--- config.mk ---
export PLATFORM = sky130hd
export DESIGN_NAME = coe_capture_ctrl
export DESIGN_NICKNAME = d
export VERILOG_FILES = /design/src/hdl/coe_pkg.sv /design/src/hdl/coe_capture_chan.sv /design/src/hdl/coe_capture_ctrl.sv
export SDC_FILE = /design/constraint.sdc
export NUM_CORES = 1
export LEC_CHECK = 0
export BUFFER_PORTS_ARGS = -buffer_cell sky130_fd_sc_hd__buf_2
export CORE_UTILIZATION = 30
export CTS_CLUSTER_SIZE = 14
export DETAILED_ROUTE_END_ITERATION = 8
export PLACE_DENSITY_LB_ADDON = 0.15
export SLEW_MARGIN = 20
export SYNTH_ARGS = -nofsm -noshare
export SYNTH_HDL_FRONTEND = slang
export SYNTH_SLANG_ARGS = --single-unit
--- constraint.sdc ---
create_clock -name hclk -period 3.3 [get_ports hclk]
set_input_delay 0.66 -clock hclk [delete_from_list [all_inputs] [get_ports hclk]]
set_output_delay 0.66 -clock hclk [all_outputs]
set_load 0.05 [all_outputs]
--- src/hdl/coe_pkg.sv ---
/*
 * Shared constants and types for the capture overrun and edge control block.
 * Assumes a 32-bit AHB-Lite register bus and a 16-bit capture timer on the
 * same clock as the bus.
 */
package coe_pkg;

    // Register decode width and byte offsets
    localparam int              COE_ADDR_W      = 8;
    localparam logic [7:0]      COE_CTRL_OFS    = 8'h00;
    localparam logic [7:0]      COE_CH3_LO_OFS  = 8'h04;
    localparam logic [7:0]      COE_CH3_HI_OFS  = 8'h08;
    localparam logic [7:0]      COE_CH4_LO_OFS  = 8'h0c;
    localparam logic [7:0]      COE_CH4_HI_OFS  = 8'h10;
    localparam logic [7:0]      COE_TIMER_OFS   = 8'h14;

    // Control/status field positions
    localparam int              COE_PWM_BIT     = 0;
    localparam int              COE_ED3_LSB     = 1;
    localparam int              COE_ED4_LSB     = 3;
    localparam int              COE_OVF3_BIT    = 5;
    localparam int              COE_OVF4_BIT    = 6;
    localparam int              COE_RSVD_BIT    = 7;

    // Reset values
    localparam logic [7:0]      COE_CTRL_RST    = 8'h00;
    localparam logic [15:0]     COE_CAP_RST     = 16'h0000;
    localparam logic [31:0]     COE_RDATA_RST   = 32'h0000_0000;

    // Rising edges counted per event in divide-by-four mode, minus one
    localparam logic [1:0]      COE_PRESCALE_LAST = 2'h3;

    // Capture trigger selection
    typedef enum logic [1:0] {
        COE_EDGE_FALL  = 2'b00,
        COE_EDGE_RISE  = 2'b01,
        COE_EDGE_RISE4 = 2'b10,
        COE_EDGE_OFF   = 2'b11
    } coe_edge_t;

    // Status one capture channel hands to the register file
    typedef struct packed {
        logic [15:0] value;
        logic        full;
        logic        overrun;
    } coe_cap_t;

endpackage

--- src/hdl/coe_capture_chan.sv ---
/*
 * One input-capture channel: pin synchroniser, edge selection, capture
 * holding register with read tracking and overrun flag.
 * Assumes the pin is asynchronous and the timer is on hclk.
 */
`timescale 1ns/10ps
module coe_capture_chan
    import coe_pkg::*;
(
    input  wire logic        hclk,        // System clock
    input  wire logic        hresetn,     // Async reset, active low
    input  wire logic        cap_pin,     // Capture input pin
    input  wire coe_edge_t   edge_sel,    // Trigger selection
    input  wire logic [15:0] timer_val,   // Current capture timer count
    input  wire logic        rd_lo,       // Low byte read pulse
    input  wire logic        rd_hi,       // High byte read pulse
    output coe_cap_t         status       // Held value and flags
);

    typedef struct packed {
        logic        sync1;
        logic        sync2;
        logic        prev;
        coe_edge_t   mode;
        logic [1:0]  pre_cnt;
        logic [15:0] value;
        logic        full;
        logic        lo_seen;
        logic        hi_seen;
        logic        overrun;
    } coe_chan_st_t;

    coe_chan_st_t st_r;
    coe_chan_st_t st_nxt;
    logic         rise;
    logic         fall;
    logic         ev;
    logic         release_pair;

    // Edge detect on synchronised pin
    assign rise         = st_r.sync2 & ~st_r.prev;
    assign fall         = ~st_r.sync2 & st_r.prev;
    // Pair is free once both bytes have been read
    assign release_pair = st_r.full & (st_r.lo_seen | rd_lo) & (st_r.hi_seen | rd_hi); // RQ4

    // Event selection
    always_comb begin
        ev = 1'b0;
        if (edge_sel == st_r.mode) begin
            case (edge_sel)
                COE_EDGE_FALL:  ev = fall;                                           // RQ8
                COE_EDGE_RISE:  ev = rise;                                           // RQ8
                COE_EDGE_RISE4: ev = rise && (st_r.pre_cnt == COE_PRESCALE_LAST);    // RQ8
                default:        ev = 1'b0;
            endcase
        end
    end

    // Next state
    always_comb begin
        st_nxt       = st_r;
        st_nxt.sync1 = cap_pin;
        st_nxt.sync2 = st_r.sync1;
        st_nxt.prev  = st_r.sync2;
        st_nxt.mode  = edge_sel;
        // Prescaler restarts whenever the mode changes
        if (edge_sel != st_r.mode) begin
            st_nxt.pre_cnt = 2'h0;
        end else if (edge_sel == COE_EDGE_RISE4 && rise) begin
            st_nxt.pre_cnt = st_r.pre_cnt + 2'h1;                                    // RQ8
        end
        // Byte read tracking while a value is held
        if (st_r.full) begin
            if (rd_lo) begin
                st_nxt.lo_seen = 1'b1;
            end
            if (rd_hi) begin
                st_nxt.hi_seen = 1'b1;
            end
        end
        if (release_pair) begin
            st_nxt.full    = 1'b0;
            st_nxt.overrun = 1'b0;
            st_nxt.lo_seen = 1'b0;
            st_nxt.hi_seen = 1'b0;
        end
        // Capture or overrun
        if (ev) begin
            if (st_r.full && !release_pair) begin                                   // RQ3
                st_nxt.overrun = 1'b1;                                               // RQ2
            end else begin
                st_nxt.value   = timer_val;                                          // RQ5
                st_nxt.full    = 1'b1;
                st_nxt.lo_seen = 1'b0;
                st_nxt.hi_seen = 1'b0;
            end
        end
    end

    // State register
    always_ff @(posedge hclk or negedge hresetn) begin
        if (!hresetn) begin
            st_r <= '{sync1: 1'b0, sync2: 1'b0, prev: 1'b0, mode: COE_EDGE_FALL, pre_cnt: 2'h0,
                      value: COE_CAP_RST, full: 1'b0, lo_seen: 1'b0, hi_seen: 1'b0, overrun: 1'b0};
        end else begin
            st_r <= st_nxt;
        end
    end

    assign status = '{value: st_r.value, full: st_r.full, overrun: st_r.overrun};

    load_value_a: assert property (@(posedge hclk) disable iff (!hresetn) // RQ5
        (ev && (!st_r.full || release_pair)) |=> (st_r.value == $past(timer_val)))
        else $error("capture did not load the timer count");
    hold_oldest_a: assert property (@(posedge hclk) disable iff (!hresetn) // RQ3
        (st_r.full && !release_pair) |=> $stable(st_r.value))
        else $error("held capture value changed before release");
    ovf_set_a: assert property (@(posedge hclk) disable iff (!hresetn) // RQ2
        (ev && st_r.full && !release_pair) |=> st_r.overrun)
        else $error("overrun not flagged on event while held");
    block_until_read_a: assert property (@(posedge hclk) disable iff (!hresetn) // RQ4
        (st_r.full && !(st_r.lo_seen && st_r.hi_seen) && !rd_lo && !rd_hi) |=> st_r.full)
        else $error("capture pair released without both byte reads");
    ovf_means_held_a: assert property (@(posedge hclk) disable iff (!hresetn) // RQ6
        st_r.overrun |-> st_r.full)
        else $error("overrun flag set with no held capture");

endmodule

--- src/hdl/coe_capture_ctrl.sv ---
/*
 * Capture overrun and edge control block: AHB-Lite register slave holding the
 * shared control/status byte and the capture byte pairs of channels three and
 * four, with one capture channel instance per pin.
 * Assumes a single AHB-Lite master, word transfers, and a capture timer that
 * runs on hclk.
 */
`timescale 1ns/10ps

// Behaviour
// RQ1: Control bit 7 reads zero, ignores writes
// RQ2: New event while pair unread sets overrun
// RQ3: Overrun keeps oldest unread capture value
// RQ4: Pair reloads only after both bytes read
// RQ5: Capture loads current capture timer count
// RQ6: Overrun flag reads one after overrun, else zero
// RQ7: Flags read-only; edge and PWM bits writable, reset zero
// RQ8: Channel three alike; edge field picks trigger
module coe_capture_ctrl
    import coe_pkg::*;
(
    input  wire logic        hclk,             // System clock, 125 MHz
    input  wire logic        hresetn,          // Async reset, active low
    input  wire logic        hsel,             // Slave select
    input  wire logic [31:0] haddr,            // Byte address
    input  wire logic [1:0]  htrans,           // Transfer type
    input  wire logic        hwrite,           // Write when high
    input  wire logic [2:0]  hsize,            // Transfer size, word only
    input  wire logic [31:0] hwdata,           // Write data
    input  wire logic        hready,           // Bus ready in
    output logic             hreadyout,        // Slave ready out
    output logic             hresp,            // Response, always OKAY
    output logic [31:0]      hrdata,           // Read data, registered
    input  wire logic [15:0] capture_timer,    // Free-running timer count
    input  wire logic        ch3_capture_pin,  // Channel three capture pin
    input  wire logic        ch4_capture_pin,  // Channel four capture pin
    output logic             third_pwm_enable  // PWM enable control bit
);

    // Bus and control state
    typedef struct packed {
        logic [31:0]           hrdata;
        logic                  wr_pend;
        logic [COE_ADDR_W-1:0] wr_addr;
        coe_edge_t             ed3;
        coe_edge_t             ed4;
        logic                  pwm;
    } coe_bus_st_t;

    coe_bus_st_t           st_r;
    coe_bus_st_t           st_nxt;
    coe_cap_t              cap3;
    coe_cap_t              cap4;
    logic                  acc;
    logic                  rd_acc;
    logic                  wr_acc;
    logic [COE_ADDR_W-1:0] a;
    logic                  rd3_lo;
    logic                  rd3_hi;
    logic                  rd4_lo;
    logic                  rd4_hi;
    logic [7:0]            ctrl_view;

    // Assemble the control/status byte
    function automatic logic [7:0] ctrl_byte(
        input coe_edge_t ed3,
        input coe_edge_t ed4,
        input logic      pwm,
        input logic      ovf3,
        input logic      ovf4
    );
        logic [7:0] v;
        v                                  = COE_CTRL_RST;
        v[COE_PWM_BIT]                     = pwm;
        v[COE_ED3_LSB+1:COE_ED3_LSB]       = ed3;
        v[COE_ED4_LSB+1:COE_ED4_LSB]       = ed4;
        v[COE_OVF3_BIT]                    = ovf3;
        v[COE_OVF4_BIT]                    = ovf4;
        v[COE_RSVD_BIT]                    = 1'b0;   // RQ1
        return v;
    endfunction

    // Read multiplexer, unmapped addresses read zero
    function automatic logic [31:0] reg_read(
        input logic [COE_ADDR_W-1:0] addr,
        input logic [7:0]            ctrl,
        input coe_cap_t              c3,
        input coe_cap_t              c4,
        input logic [15:0]           tmr
    );
        logic [31:0] d;
        d = COE_RDATA_RST;
        case (addr)
            COE_CTRL_OFS:   d = {24'h00_0000, ctrl};
            COE_CH3_LO_OFS: d = {24'h00_0000, c3.value[7:0]};
            COE_CH3_HI_OFS: d = {24'h00_0000, c3.value[15:8]};
            COE_CH4_LO_OFS: d = {24'h00_0000, c4.value[7:0]};
            COE_CH4_HI_OFS: d = {24'h00_0000, c4.value[15:8]};
            COE_TIMER_OFS:  d = {16'h0000, tmr};
            default:        d = COE_RDATA_RST;
        endcase
        return d;
    endfunction

    // Address phase qualification
    assign acc    = hsel & htrans[1] & hready;
    assign rd_acc = acc & ~hwrite;
    assign wr_acc = acc & hwrite;
    assign a      = haddr[COE_ADDR_W-1:0];

    // Byte read pulses tracked by the channels
    assign rd3_lo = rd_acc && (a == COE_CH3_LO_OFS);  // RQ4
    assign rd3_hi = rd_acc && (a == COE_CH3_HI_OFS);  // RQ4
    assign rd4_lo = rd_acc && (a == COE_CH4_LO_OFS);  // RQ4
    assign rd4_hi = rd_acc && (a == COE_CH4_HI_OFS);  // RQ4

    // Next state: apply pending write first so a following read sees it
    always_comb begin
        st_nxt         = st_r;
        st_nxt.wr_pend = wr_acc;
        st_nxt.wr_addr = a;
        if (st_r.wr_pend && (st_r.wr_addr == COE_CTRL_OFS)) begin
            // Flag bits and bit 7 are not written
            st_nxt.pwm = hwdata[COE_PWM_BIT];                              // RQ7
            st_nxt.ed3 = coe_edge_t'(hwdata[COE_ED3_LSB+1:COE_ED3_LSB]);   // RQ7
            st_nxt.ed4 = coe_edge_t'(hwdata[COE_ED4_LSB+1:COE_ED4_LSB]);   // RQ7
        end
        ctrl_view = ctrl_byte(st_nxt.ed3, st_nxt.ed4, st_nxt.pwm, cap3.overrun, cap4.overrun); // RQ6
        if (rd_acc) begin
            st_nxt.hrdata = reg_read(a, ctrl_view, cap3, cap4, capture_timer);
        end
    end

    // State register
    always_ff @(posedge hclk or negedge hresetn) begin
        if (!hresetn) begin
            st_r <= '{hrdata: COE_RDATA_RST, wr_pend: 1'b0, wr_addr: '0,
                      ed3: coe_edge_t'(COE_CTRL_RST[COE_ED3_LSB+1:COE_ED3_LSB]),
                      ed4: coe_edge_t'(COE_CTRL_RST[COE_ED4_LSB+1:COE_ED4_LSB]),
                      pwm: COE_CTRL_RST[COE_PWM_BIT]};                     // RQ7
        end else begin
            st_r <= st_nxt;
        end
    end

    // Zero-wait slave, always OKAY
    assign hreadyout        = 1'b1;
    assign hresp            = 1'b0;
    assign hrdata           = st_r.hrdata;
    assign third_pwm_enable = st_r.pwm;

    // Channel three capture
    coe_capture_chan u_ch3 (
        .hclk      (hclk),
        .hresetn   (hresetn),
        .cap_pin   (ch3_capture_pin),
        .edge_sel  (st_r.ed3),
        .timer_val (capture_timer),   // RQ5
        .rd_lo     (rd3_lo),
        .rd_hi     (rd3_hi),
        .status    (cap3)             // RQ8
    );

    // Channel four capture
    coe_capture_chan u_ch4 (
        .hclk      (hclk),
        .hresetn   (hresetn),
        .cap_pin   (ch4_capture_pin),
        .edge_sel  (st_r.ed4),
        .timer_val (capture_timer),   // RQ5
        .rd_lo     (rd4_lo),
        .rd_hi     (rd4_hi),
        .status    (cap4)
    );

    msb_zero_a: assert property (@(posedge hclk) disable iff (!hresetn) // RQ1
        (rd_acc && (a == COE_CTRL_OFS)) |=> (hrdata[COE_RSVD_BIT] == 1'b0))
        else $error("reserved control bit read as one");
    ovf_view_a: assert property (@(posedge hclk) disable iff (!hresetn) // RQ6
        (rd_acc && (a == COE_CTRL_OFS)) |=>
        (hrdata[COE_OVF4_BIT] == $past(cap4.overrun)) && (hrdata[COE_OVF3_BIT] == $past(cap3.overrun)))
        else $error("overrun flag read back wrong");
    ctrl_write_a: assert property (@(posedge hclk) disable iff (!hresetn) // RQ7
        (st_r.wr_pend && (st_r.wr_addr == COE_CTRL_OFS)) |=>
        ({st_r.ed4, st_r.ed3, st_r.pwm} == $past(hwdata[4:0])))
        else $error("control write not stored");

    // Read data per offset, from the state seen at the address edge; control fields from the state after it
    ctrl_fields_a: assert property (@(posedge hclk) disable iff (!hresetn) // RQ7
        (rd_acc && (a == COE_CTRL_OFS)) |=> (hrdata[4:0] == {st_r.ed4, st_r.ed3, st_r.pwm}))
        else $error("control fields read back wrong");
    ctrl_upper_a: assert property (@(posedge hclk) disable iff (!hresetn) // RQ1
        (rd_acc && (a == COE_CTRL_OFS)) |=> (hrdata[31:8] == 24'h00_0000))
        else $error("control read has bits above the byte");
    ch3_lo_read_a: assert property (@(posedge hclk) disable iff (!hresetn) // RQ5
        rd3_lo |=> (hrdata == {24'h00_0000, $past(cap3.value[7:0])}))
        else $error("channel three low byte read wrong");
    ch3_hi_read_a: assert property (@(posedge hclk) disable iff (!hresetn) // RQ5
        rd3_hi |=> (hrdata == {24'h00_0000, $past(cap3.value[15:8])}))
        else $error("channel three high byte read wrong");
    ch4_lo_read_a: assert property (@(posedge hclk) disable iff (!hresetn) // RQ5
        rd4_lo |=> (hrdata == {24'h00_0000, $past(cap4.value[7:0])}))
        else $error("channel four low byte read wrong");
    ch4_hi_read_a: assert property (@(posedge hclk) disable iff (!hresetn) // RQ5
        rd4_hi |=> (hrdata == {24'h00_0000, $past(cap4.value[15:8])}))
        else $error("channel four high byte read wrong");
    timer_read_a: assert property (@(posedge hclk) disable iff (!hresetn) // RQ5
        (rd_acc && (a == COE_TIMER_OFS)) |=> (hrdata == {16'h0000, $past(capture_timer)}))
        else $error("timer read wrong");

    // Control fields move only through a control write
    ctrl_keep_a: assert property (@(posedge hclk) disable iff (!hresetn) // RQ7
        !(st_r.wr_pend && (st_r.wr_addr == COE_CTRL_OFS)) |=> $stable({st_r.ed4, st_r.ed3, st_r.pwm}))
        else $error("control field changed without a write");
    pwm_out_a: assert property (@(posedge hclk) disable iff (!hresetn) // RQ7
        (st_r.wr_pend && (st_r.wr_addr == COE_CTRL_OFS)) |=> (third_pwm_enable == $past(hwdata[COE_PWM_BIT])))
        else $error("pwm enable output not written");

endmodule

==> impl_metrics.env <==
export IMPL_drt_iter0_drc=78
export IMPL_cap_violations=0
export IMPL_remaining_drc_errors=0
export IMPL_finalWirelength_um=8253
export IMPL_yosys_top_cells_area="dfrtp_1, mux2_2, buf_4"
export IMPL_cts_hold_buf=0
export IMPL_clock_sinks=84
export IMPL_crit_path_start_kind="input port"
export IMPL_clkTransAtPathRegs_ns=0.06
export IMPL_crit_slowest_cell="or4_1"
export IMPL_fp_dieH_um=116.1
export IMPL_hold_depth=0
export IMPL_yosys_warnings=0
export IMPL_synth_cells=322
export IMPL_path_max_fanout=16
export IMPL_seq_area_frac_synth=0.5378
export IMPL_numCtsBuffers=9
export IMPL_yosysTopAreaCellShare=0.5378
export IMPL_h_tree_depth=3
export IMPL_core_um2=12670
export IMPL_min_delay_start="u_ch4.st_nxt[25]$_DFF_PN0_"
export IMPL_hp_class="reg -> reg"
export IMPL_holdPathEnd="u_ch4.st_nxt[24]$_DFF_PN0_"
export IMPL_final_max_slew_viol_count=0
export IMPL_use_met2=0.2143
export IMPL_crit_type="in -> reg"
export IMPL_min_period_ns=2.434
export IMPL_worst_ep_arrival_time_ns=2.65
export IMPL_die_width_um=116.1
export IMPL_pwr_share_seq=0.465
export IMPL_fin_setup_tns_ns=0
export IMPL_cp_cell_sequence="buf_2 > or4_1 > nor4b_4 > nor2_2 > a211oi_4 > buf_12 > mux2_2"
export IMPL_ys_types=47
export IMPL_maxSlewHeadroom=0.4750
export IMPL_async_flop_share=1.000
export IMPL_synth_main_ff_cell="dfrtp_1"
export IMPL_p_leak_nw=2.134
export IMPL_synth_seq_cells=84
export IMPL_syn_area_um2=3909
export IMPL_num_rows=41
export IMPL_cp_num_buf_inv=2
export IMPL_top_usage_layer="met2"
export IMPL_cts_buffer_depth=2
export IMPL_skew_ns=0.004242
export IMPL_rsz0062_at_grt="false"
export IMPL_first_pass_iters=4
export IMPL_gp_congestion=0.7208
export IMPL_worst_slew_pin_slew_ns=0.7875
export IMPL_grtUsageTotal=0.1342
export IMPL_intPower_mw=1.952
export IMPL_avgSynthCellArea_um2=12.14
export IMPL_gr_total_overflow=0
export IMPL_final_core_util=0.3595
export IMPL_final_antenna_net_count=0
export IMPL_clock_root_buffer="clkbuf_16"
export IMPL_switching_power_mw=0.5959
export IMPL_swShare=0.2339
export IMPL_place_hpwl_um=5866
export IMPL_ys_top_cells_by_count="dfrtp_1, buf_4, mux2_2"
export IMPL_start_util=0.3085
export IMPL_finalPower_mw=2.548
export IMPL_antenna_found_initial=0
export IMPL_place_area_um2=4239
export IMPL_vdd_drop_max_mv=0.2520
export IMPL_period_share=0.7377
export IMPL_synth_edf_count=0
export IMPL_io_buffers=53
export IMPL_die_area_um2=13490
export IMPL_grt_pass1_wl_um=13380
export IMPL_clock_power_share=0.417
export IMPL_fin_nets=462
export IMPL_via_count=2485
export IMPL_finalHoldViolations=0
export IMPL_post_drt_via_cell_ratio=4.585
export IMPL_grt_max_degree=85
export IMPL_r2r_start="st_r[3]$_DFF_PN0_"
export IMPL_grt_pass1_vias=2459
export IMPL_powerDensity_nw_per_um2=559.2
export IMPL_cp_end_kind="register"
export IMPL_yosysMostFrequentCell="dfrtp_1"
export IMPL_syn_to_final_growth_pct=16.55
export IMPL_design_portCount=127
export IMPL_fmax_mhz=410.8
export IMPL_critPathRequiredTime_ns=3.52
export IMPL_crit_family="simple AND/OR/NAND/NOR gates"
export IMPL_r2r_end="u_ch3.status[6]$_DFFE_PN0P_"
export IMPL_combPwrFrac=0.118
export IMPL_yosysTopAreaCell="dfrtp_1"
export IMPL_r2r_slack_ns=0.95
export IMPL_design_area_um2=4556
export IMPL_use_met1=0.1763
export IMPL_diodes=0
export IMPL_drive_gt1_frac=0.3135
export IMPL_wl_per_cell_um=15.23
export IMPL_ctsResizeCount=0
export IMPL_reg2reg_depth=6
export IMPL_run_status="finished, final reports clean"
export IMPL_setup_viol=0
export IMPL_insertion_delay_ns=0.33
export IMPL_cpPeakStageDelay_ns=0.60
export IMPL_use_met3=0.03581
export IMPL_cts_tree="built"
export IMPL_cts_setup_buffers=0
[sequential cells by signal, indices dropped and copies added (netlist names)]
signal            flops
u_ch4.st_nxt          2
u_ch3.st_nxt          2
u_ch3.status         18
st_r                 13
third_pwm_enable      1
u_ch3.st_r            7
u_ch4.st_r            7
hrdata               16
u_ch4.status         18
[placed cells by master (no fill, tap or decap), drive strengths merged, types with 2 or more instances in the layout]
cell type and count:
a21oi 10, or3b 2, a32oi 4, nand3b 2, a31oi 2, a22o 8, o21ai 7, mux2i 13
nand4 2, nor3 5, mux2 42, nand2b 3, a41oi 2, a211oi 4, xnor2 6, ha 2
a21o 3, a22oi 5, nor4bb 3, nor2 13, dfrtp 84, o22ai 4, clkbuf 11, nand3 4
nor4 2, nor2b 3, nor3b 4, conb 18, buf 64, bufinv 2, nand2 25, nand4b 2
[cells by family (layout without fill, tap and decap cells)]
group,Yosys count,in the layout,share of synthesized area
DFF,84,84,0.5378
adders and majority gates,2,2,0.006401
other,2,18,0.001921
AOI/OAI and AO/OA,53,53,0.09795
xor gates and xnor gates,6,6,0.01344
muxes,55,55,0.1543
buffers and inverters,46,78,0.07970
and+or+nand+nor,74,74,0.1085
[final cells by class]
| type | instances | area (um^2) |
|---|---|---|
| inverters | 1 | 3.754 |
| multi-input cells | 208 | 1555 |
| well taps | 172 | 215.2 |
| fillers | 1311 | 8115 |
| clock inverters | 2 | 60.06 |
| repair buffers | 64 | 366.6 |
| clock buffers | 11 | 252.7 |
| flip-flops and latches | 84 | 2102 |
[worst register-to-register path, stage by stage, from the launching register on]
cell and delay [ns]:
dfrtp_1 0.43, nor4bb_1 0.61, nand2_1 0.11, a21o_1 0.25
a211oi_4 0.28, buf_12 0.20, mux2_2 0.35
[metrics by stage]
step,std cells,hold slack (ns),setup WS [ns]
CTS,542,0.3533,0.8464
detailed placement,529,0.3410,0.4985
floorplan,338,0.3312,0.6471
finish,542,0.3520,0.8657
global route,542,0.3641,0.7158
global placement,529,0.3448,0.5049
[layer usage]
| layer | part of all wire | routed length (um) |
|---|---|---|
| met1 | 0.49 | 4043 |
| met2 | 0.46 | 3786 |
| met3 | 0.037 | 309 |
| met4 | 0.014 | 114 |
| met5 | 0 | 0 |
[how the worst max path moves through the flow]
stage,startpoint,endpoint,slack [ns],cells past startpoint
4_1_cts,haddr[5],u_ch3.status[6]$_DFFE_PN0P_,0.85,7
2_1_floorplan,haddr[5],u_ch3.status[10]$_DFFE_PN0P_,0.65,7
6_report,haddr[5],u_ch3.status[6]$_DFFE_PN0P_,0.87,7
5_1_grt,st_r[3]$_DFF_PN0_,u_ch3.status[6]$_DFFE_PN0P_,0.72,6
3_3_place_gp,haddr[5],u_ch3.status[8]$_DFFE_PN0P_,0.50,7
3_5_place_dp,haddr[5],u_ch3.status[6]$_DFFE_PN0P_,0.50,7
[power by group through the flow]
stage	logic (mW)	clock network (mW)	registers [mW]
final	0.299	1.06	1.18
after global routing	0.333	1.13	1.20
after CTS	0.305	1.10	1.19
after detailed placement	0.304	0	1.20
after global placement	0.299	0	1.20
after floorplan	0.236	0	1.19
Note: power is estimated with default switching activity, not from simulation.
